[src/verilog/lanc_defs.svh]
// constants for the level adjust and digital sound config register bank
`ifndef LANC_DEFS_SVH
`define LANC_DEFS_SVH
`define LANC_SUB_CH1 8'h0c
`define LANC_SUB_CH2 8'h0d
`define LANC_SUB_CFG 8'h0e
`define LANC_RST_VAL 8'h00
`define LANC_GAIN_NEG_BIT 4
`define LANC_CFG_PULL 7
`define LANC_CFG_TEST 6
`define LANC_CFG_DOUT 4
`define LANC_CFG_SRC 2
`define LANC_CFG_DEEM 1
`define LANC_CFG_AUTOMUTE_DISABLE 0
`define LANC_CFG_WMASK 8'hd7
`define LANC_GAIN_WMASK 8'h1f
`endif

[src/verilog/lanc_pkg.sv]
// types for the level adjust and digital sound config register bank
`default_nettype none
package lanc_pkg;
	typedef enum logic [1:0] {
		LANC_SRC_NICAM = 2'b00,
		LANC_SRC_CARRIER1 = 2'b01,
		LANC_SRC_ANALOG_MONO = 2'b10
	} lanc_src_t;
	typedef logic signed [4:0] lanc_db_t;
endpackage
`default_nettype wire

[src/verilog/lanc_regs.sv]
// register bank: fm level gains and digital sound configuration
//==========================================================
// Function
// [RULE_01] ch1 level reg at 12, resets 0dB
// [RULE_02] gain code: bit4 sign, undefined 11111
// [RULE_03] ch1 gain also feeds mono path
// [RULE_04] ch2 level reg at 13, same code
// [RULE_05] host sets equal gains for stereo/dual
// [RULE_06] config reg at 14, resets zero
// [RULE_07] host writes zero to bits 5,3
// [RULE_08] pull bit picks low/high test frequency
// [RULE_09] osc test only in fm mode
// [RULE_10] host avoids osc test in normal use
// [RULE_11] stream out enable drives or floats pins
// [RULE_12] source select: analog mono or carrier1
// [RULE_13] source select needs automute and dac path
// [RULE_14] serial audio fallback always carrier1
// [RULE_15] bypass bit skips j17 de-emphasis
// [RULE_16] automute follows error rate unless disabled
// [RULE_17] automute only with nicam second carrier
// [RULE_18] host sets mono or auto dematrix
// [RULE_19] host decides whether automute allowed
// [RULE_20] error hysteresis between upper, lower limits
// [RULE_21] auto dematrix uses identification result
// [RULE_22] writes act next clock edge
`timescale 1ns/1ps
`default_nettype none
`include "lanc_defs.svh"
module lanc_regs
	import lanc_pkg::*;
(
	input wire logic clk,
	input wire logic sys_rst,
	input wire logic wr_en,
	input wire logic [7:0] wr_sub,
	input wire logic [7:0] wr_data,
	input wire logic [7:0] rd_sub,
	output logic [7:0] rd_data,
	input wire logic fm_mode,
	input wire logic carrier2_nicam,
	input wire logic dac_path_sel,
	input wire logic [7:0] bit_err_cnt,
	input wire logic [7:0] error_upper_limit,
	input wire logic [7:0] error_lower_limit,
	input wire logic auto_dematrix_switch,
	input wire logic [2:0] manual_dematrix,
	input wire logic [2:0] ident_dematrix,
	input wire logic nicam_data_in,
	input wire logic nicam_clk_in,
	output logic signed [4:0] ch1_gain_db,
	output logic signed [4:0] ch2_gain_db,
	output logic signed [4:0] mono_gain_db,
	output logic ch1_gain_undef,
	output logic ch2_gain_undef,
	output logic osc_test_enable,
	output logic osc_pull_low,
	output logic deemph_bypass,
	output logic nicam_fail_r,
	output logic [1:0] analog_src,
	output logic [1:0] serial_audio_src,
	output logic [2:0] dematrix_sel,
	output logic serial_data_o,
	output logic serial_data_oe_n,
	output logic serial_clk_o,
	output logic serial_clk_oe_n
);
	//==========================================================
	// registers
	logic [7:0] channel1_level_gain_r, channel2_level_gain_r, digital_sound_config_r;
	logic fail_nxt;
	logic automute_on;
	logic hit_ch1, hit_ch2, hit_cfg;
	logic data_s1_r, data_s2_r, clk_s1_r, clk_s2_r;

	// ones' complement style code to dB; undefined code 11111 gives 0 dB
	function automatic lanc_db_t code_to_db(input logic [7:0] code);
		if (code[`LANC_GAIN_NEG_BIT]) begin
			code_to_db = lanc_db_t'({1'b0, code[3:0]}) - 5'sd15; // [RULE_02]
		end else begin
			code_to_db = lanc_db_t'({1'b0, code[3:0]});
		end
	endfunction

	// subaddress hits of the strobe; any other subaddress leaves the bank alone
	assign hit_ch1 = wr_en && (wr_sub == `LANC_SUB_CH1);
	assign hit_ch2 = wr_en && (wr_sub == `LANC_SUB_CH2);
	assign hit_cfg = wr_en && (wr_sub == `LANC_SUB_CFG);

	// writes land on the clock edge of the write strobe
	always_ff @(posedge clk) begin
		if (sys_rst) begin
			channel1_level_gain_r <= `LANC_RST_VAL; // [RULE_01]
			channel2_level_gain_r <= `LANC_RST_VAL; // [RULE_04]
			digital_sound_config_r <= `LANC_RST_VAL; // [RULE_06]
		end else begin
			if (hit_ch1) channel1_level_gain_r <= wr_data & `LANC_GAIN_WMASK; // [RULE_22]
			if (hit_ch2) channel2_level_gain_r <= wr_data & `LANC_GAIN_WMASK;
			if (hit_cfg) digital_sound_config_r <= wr_data & `LANC_CFG_WMASK;
		end
	end

	// readback; unused bits read zero so reserved writes cannot stick
	assign rd_data = (rd_sub == `LANC_SUB_CH1) ? channel1_level_gain_r :
		(rd_sub == `LANC_SUB_CH2) ? channel2_level_gain_r :
		(rd_sub == `LANC_SUB_CFG) ? digital_sound_config_r : 8'h00;

	//==========================================================
	// gains
	assign ch1_gain_db = code_to_db(channel1_level_gain_r); // [RULE_01]
	assign mono_gain_db = ch1_gain_db; // [RULE_03]
	assign ch2_gain_db = code_to_db(channel2_level_gain_r); // [RULE_04]
	assign ch1_gain_undef = channel1_level_gain_r[4:0] == 5'h1f; // [RULE_02]
	assign ch2_gain_undef = channel2_level_gain_r[4:0] == 5'h1f;

	//==========================================================
	// oscillator test, gated to fm mode
	assign osc_test_enable = digital_sound_config_r[`LANC_CFG_TEST] & fm_mode; // [RULE_09]
	assign osc_pull_low = osc_test_enable & digital_sound_config_r[`LANC_CFG_PULL]; // [RULE_08]
	assign deemph_bypass = digital_sound_config_r[`LANC_CFG_DEEM]; // [RULE_15]

	//==========================================================
	// automute with hysteresis; count is same-domain logic, not synchronised
	assign automute_on = ~digital_sound_config_r[`LANC_CFG_AUTOMUTE_DISABLE] & carrier2_nicam; // [RULE_17]
	assign fail_nxt = !automute_on ? 1'b0 :
		(bit_err_cnt > error_upper_limit) ? 1'b1 :
		(bit_err_cnt < error_lower_limit) ? 1'b0 : nicam_fail_r; // [RULE_20]
	always_ff @(posedge clk) begin
		if (sys_rst) nicam_fail_r <= 1'b0;
		else nicam_fail_r <= fail_nxt; // [RULE_16]
	end
	assign analog_src = !nicam_fail_r ? LANC_SRC_NICAM :
		(digital_sound_config_r[`LANC_CFG_SRC] & dac_path_sel) ? LANC_SRC_ANALOG_MONO :
		LANC_SRC_CARRIER1; // [RULE_12] [RULE_13]
	assign serial_audio_src = nicam_fail_r ? LANC_SRC_CARRIER1 : LANC_SRC_NICAM; // [RULE_14]
	assign dematrix_sel = auto_dematrix_switch ? ident_dematrix : manual_dematrix; // [RULE_21]

	//==========================================================
	// serial stream pins: two-flop sync, enables low while driving
	always_ff @(posedge clk) begin
		if (sys_rst) begin
			data_s1_r <= 1'b0;
			data_s2_r <= 1'b0;
			clk_s1_r <= 1'b0;
			clk_s2_r <= 1'b0;
		end else begin
			data_s1_r <= nicam_data_in;
			data_s2_r <= data_s1_r;
			clk_s1_r <= nicam_clk_in;
			clk_s2_r <= clk_s1_r;
		end
	end
	assign serial_data_o = data_s2_r;
	assign serial_clk_o = clk_s2_r;
	assign serial_data_oe_n = ~digital_sound_config_r[`LANC_CFG_DOUT]; // [RULE_11]
	assign serial_clk_oe_n = ~digital_sound_config_r[`LANC_CFG_DOUT];
endmodule // lanc_regs
`default_nettype wire

[config.mk]
export PLATFORM = sky130hd
export DESIGN_NAME = lanc_regs
export DESIGN_NICKNAME = d
export VERILOG_FILES = /design/src/verilog/lanc_pkg.sv /design/src/verilog/lanc_regs.sv
export VERILOG_INCLUDE_DIRS = /design/src /design/src/verilog
export SDC_FILE = /design/constraint.sdc
export NUM_CORES = 1
export LEC_CHECK = 0
export CORE_UTILIZATION = 57
export CTS_CLUSTER_DIAMETER = 80
export DETAILED_ROUTE_END_ITERATION = 12
export DONT_BUFFER_PORTS = 1
export GPL_TIMING_DRIVEN = 0
export PLACE_DENSITY = 0.82
export SYNTH_ARGS = -nofsm -noshare
export SYNTH_HDL_FRONTEND = slang
export SYNTH_SLANG_ARGS = --single-unit
[constraint.sdc]
create_clock -name clk -period 1.6 [get_ports clk]
set_input_delay 0.08 -clock clk [delete_from_list [all_inputs] [get_ports clk]]
set_output_delay 0.08 -clock clk [all_outputs]
set_load 0.05 [all_outputs]
# Word-level counts from Yosys, hierarchy flattened
# Index checks and enable logic that the tools add are counted.
[word_totals]
regBits = 21
inputBits = 63
output_inout_bits = 40
[op_classes]
addsub = 2
n_lt_le_gt_ge = 2
n_eq_ne = 8
muxes = 11
n_bitwise = 7
n_reduce_logical = 5
[op_table]
columns = ["cell", "count"]
rows = [
  ["8-bit by 4-bit equality test with 1-bit output, second input constant", 6],
  ["8-bit two-way mux", 3],
  ["5-bit equality test, second input constant", 2],
  ["5-bit two-way mux", 2],
  ["4-bit by 4-bit subtractor with 5-bit output, second input constant", 2],
  ["8-bit > comparator", 1],
  ["8-bit less-than comparator", 1],
  ["1-bit bitwise AND", 4],
  ["2-bit two-way mux", 2],
  ["1-bit logical AND", 3],
  ["1-bit two-way mux", 3],
  ["3-bit two-way mux", 1],
  ["1-bit inverter", 3],
  ["2-bit nonzero test", 1],
  ["2-bit OR reduction", 1],
]

# Longest topological paths before layout
[depth]
depth_word = 4
depth_mapped = 7

# Least setup slack after synthesis
# No wires, ideal clock.
[synth_path]
path_kind = "input to output"
startpoint = "input rd_sub[5]"
endpoint = "output rd_data[6]"
arrival_ns = 2.201
required_ns = 1.520
path_slack_ns = -0.681
path_stages = 3
path_cell_list = "nor4_1 -> nand3_1 -> nor4b_1"
[synth_between]
elab_chain_len = 4
elab_cells_between_ends = 6
cone_classes = "3 x eq/ne; 3 x mux"
[synth_rtl]
columns = ["item", "line", "text"]
rows = [
  ["start: declaration", "lanc_regs.sv:37", "input wire logic [7:0] rd_sub,"],
  ["8-bit by 4-bit equality test with 1-bit output (no line)", "-", ""],
  ["8-bit two-way mux", "lanc_regs.sv:105", "(rd_sub == `LANC_SUB_CFG) ? digital_sound_config_r : 8'h00;"],
  ["8-bit two-way mux", "lanc_regs.sv:104", "(rd_sub == `LANC_SUB_CH2) ? channel2_level_gain_r :"],
  ["8-bit two-way mux (*)", "lanc_regs.sv:103", "assign rd_data = (rd_sub == `LANC_SUB_CH1) ? channel1_level_gain_r :"],
  ["end: declaration", "lanc_regs.sv:38", "output logic [7:0] rd_data,"],
]
# Mark *: on every way between the ends. The rest lies on a longest branch, timed or not.

# Worst setup path in the final report
[layout_path]
startpoint = "register digital_sound_config_r[2]"
endpoint = "output rd_data[2]"
[layout_between]
elab_chain_len = 3
[layout_rtl]
columns = ["item", "line", "text"]
rows = [
  ["start: declaration", "lanc_regs.sv:69", "logic [7:0] channel1_level_gain_r, channel2_level_gain_r, digital_sound_config_r;"],
  ["start signal: assignment", "lanc_regs.sv:94", "digital_sound_config_r <= `LANC_RST_VAL;"],
  ["start signal: assignment", "lanc_regs.sv:98", "if (hit_cfg) digital_sound_config_r <= wr_data & `LANC_CFG_WMASK;"],
  ["8-bit two-way mux", "lanc_regs.sv:105", ""],
  ["8-bit two-way mux", "lanc_regs.sv:104", ""],
  ["8-bit two-way mux", "lanc_regs.sv:103", ""],
]
# Every way passes these cells.

==> impl_results.md <==
- FP Rows: 18
- Synth warnings: 0
- Sequential share of the synthesized area: 26.6%
- 1st-pass router iterations: 4
- FFs w/ async S/R, synth: 0%
- Final max-slew violation count: 0
- Hold Vio Cnt, Final: 0
- Period minus WS final: 1.85 ns
- Failing checks: negative setup slack
- Antenna-violating nets left: 0
- CTS Sinks: 21
- Synth Flop Type: dfxtp_1
- Largest net degree at the start of global routing: 13
- First-pass GRT wire length: 5980 um
- Routability congestion estimate: 0.842
- Vias: 1480
- Core area: 0.00254 mm2
- Max-cap violations: 0
- Die Height: 54.7 um
- Non-Filler Instances: 253
- Fin nets: 304
- Root Driver: clkbuf_4
- Grt met2 use: 57.6%
- Clock-pin transition on the worst setup and hold timing paths: 0.11 ns
- CP arrival: 1.77 ns
- Max Clock Freq: 539 MHz
- Slew margin rel.: 20.9%
- DR WL/cell: 16.0 um
- WP data required: 1.52 ns
- Clock tree buffer depth: 2
- Slowest-stage cell, CP: nor2_1
- Area Overhead vs Synth: 33.5%
- Min Hold Slack: 0.0965 ns
- Initial Util: 62.2%
- Total leakage power: 0.916 nW
- Io pins: 103
- Synth Area per Inst: 7.99 um2
- Post-DP HPWL: 2850 um
- Crit Path Class: register to output port
- Global routing's busiest layer: met2
- Htree depth: 1
- CP peak stage delay: 0.74 ns
- Initial antenna violation count: 0
- CP endpoint kind: output port
- # setup viols final: 10
- Placed cells: 229
- DRC Markers: 0
- Part of the cycle the worst path needs: 116%
- Gr usage total: 28.8%
- Crit path max fanout: 4
- Global Route met3 Usage: 6.39%
- DRT iter0 DRCs: 17
- Crit start category: register
- Critical Path, Cell by Cell: mux2i_1 > nor2_1 > a21oi_1 > nor2_1
- CTS tree: done
- Vias in the first global route: 1370
- Post-Syn Instances: 198
- Layout Skew: 0.000121 ns
- Worst-Margin Slew: 1.18 ns
- Run status: finished with violations
- RSZ-0062 raised after global routing: true
- VDD IR max: 0.784 mV
- CP dominant cell by count: nor2_1
- Share of cells above drive strength 1: 28.3%
- Antenna cells: 0
- Num CTS Buffers: 3
- GRT overflow: 0
- Die area: 0.00299 mm2
- Final WL: 4050 um
- Die width: 54.7 um
- Worst Hold Class: input port to register
- P per Cell Area: 480 mW/mm2
- Worst setup margin: -0.255 ns
- Met1 usage: 28.5%
- Worst-Skew Late Latency: 0.31 ns
- Number of synthesized flops with an enable pin: 0
- Synth cell types: 34
- Area of the mapped netlist: 0.00158 mm2
- # fillers: 158
- Yosys reg bits: 21
- Avg Vias per Cell: 5.85
- Port-buffer cells: 0
## synth_stat cells, types with 2 or more instances
master    instances  share of area [%]
mux2_2            5                3.6
mux2i_1          15                9.5
nor2_1           22                5.2
dfxtp_1          21                 27
nand4_1           4                1.6
xor2_1            2                1.1
xnor2_1           4                2.2
nand2_1          16                3.8
buf_4             9                4.3
nor4b_1           2                1.1
a21oi_1          17                5.4
a31oi_1           3                1.2
clkbuf_1          6                1.4
nor2b_1           6                2.4
nor3_1            2               0.63
o21ai_0           4                1.3
ha_1             17                 13
inv_1            19                4.5
nor4_1            2               0.79
nand3_1           7                2.2
and3_1            2               0.79
## flip-flops by register name, indices dropped and copies added, names as in the netlist
register                flops
clk_s1_r                    1
channel2_level_gain_r       5
nicam_fail_r                1
serial_data_o               1
channel1_level_gain_r       5
data_s1_r                   1
digital_sound_config_r      6
serial_clk_o                1
## report_power, final
part	total, mW	switching [mW]	internal [mW]
sequential	0.536	0.0164	0.519
clock	0.265	0.171	0.0938
combinational	0.213	0.126	0.0871
## worst max-delay path, delay by kind of cell (launching register included)
family | cells | cell delay, ns
AND/OR/NAND/NOR | 2 | 0.85
AO/OA/AOI/OAI | 1 | 0.06
multiplexers | 1 | 0.11
flip-flops | 1 | 0.44
## per-layer routing
metal / vias up / wire [um]
met2: 77 / 2220
met4: 0 / 74
met5: - / 0
met1: 676 / 1470
met3: 9 / 278
li1: 718 / -
## kinds of logic after synthesis
logic type               count (synthesis)  synth area share [%]
AND/OR/NAND/NOR                         70                  22.8
buffers and inverters                   36                  11.2
AO/OA/AOI/OAI                           27                  9.33
flip-flops                              21                  26.6
multiplexers                            20                  13.0
adder cells (fa/ha/maj)                 17                  13.4
XOR/XNOR                                 6                  3.32
other                                    1                 0.237
## per-stage QoR
| step | setup slack (ns) | area [um2] | utilization, % | total power, mW | setup TNS, ns |
|---|---|---|---|---|---|
| after CTS | -0.204 | 2020 | 79.4 | 1.02 | -1.37 |
| after global placement | -0.768 | 1650 | 64.9 | 0.727 | -2.61 |
| final | -0.255 | 2110 | 83.0 | 1.01 | -1.36 |
| after global routing | -0.298 | 2110 | 83.0 | 1.07 | -2.25 |
| after detailed placement | -0.309 | 1670 | 65.4 | 0.736 | -1.95 |
| after floorplan | -0.681 | 1620 | - | 0.711 | -1.63 |
## final timing paths
| check | startpoint | to | slack [ns] | depth (start not counted) |
|---|---|---|---|---|
| worst max-delay path | digital_sound_config_r[2]$_SDFFE_PP0P_ | rd_data[2] | -0.25 | 4 |
| worst min-delay path | wr_sub[6] | digital_sound_config_r[4]$_SDFFE_PP0P_ | 0.1 | 4 |
| worst max register to register | digital_sound_config_r[0]$_SDFFE_PP0P_ | nicam_fail_r$_SDFFE_PP0P_ | 0.35 | 4 |
| worst min register to register | clk_s1_r$_SDFF_PP0_ | serial_clk_o$_SDFF_PP0_ | 0.45 | 1 |
## area by class of cell
cell class | instances | area (um2) | area share (%)
Buffer | 16 | 124 | 5.86
Multi-Input combinational cell | 142 | 1200 | 57.0
Clock inverter | 1 | 5.00 | 0.237
Timing Repair Buffer | 21 | 198 | 9.35
Sequential cell | 21 | 448 | 21.2
Inverter | 19 | 73.8 | 3.49
Clock buffer | 3 | 22.5 | 1.07
Tap cell | 30 | 37.5 | 1.78
## placed cells by master, fill, tap and decap left out, types with 2 or more instances in the layout
master and count:
inv_1 18, nor2_1 18, a21oi_1 17, mux2i_1 15, ha_1 15, nand2_1 14, dlygate4sd3_1 13, buf_4 12
dfxtp_1 11, nand3_1 7, buf_6 6, nor2b_1 6, dfxtp_4 6, clkbuf_1 5, nand4_1 4, xnor2_4 4
mux2_2 4, o21ai_0 4, dfxtp_2 4, clkbuf_4 3, nor4_1 2, nor4b_2 2, nor2_2 2, nor2_4 2
a31oi_4 2, conb_1 2
## repair_timing
| action | 4_1_cts | 5_1_grt |
|---|---|---|
| hold buffers | 13 | 0 |
| resized for setup | 43 | 12 |
| buffers inserted | 2 | 6 |
| setup endpoints to repair | 23 | 21 |
| endpoints found under the hold margin | 19 | 0 |
| pin swaps | 8 | 7 |
(Power assumes the default switching activity.)
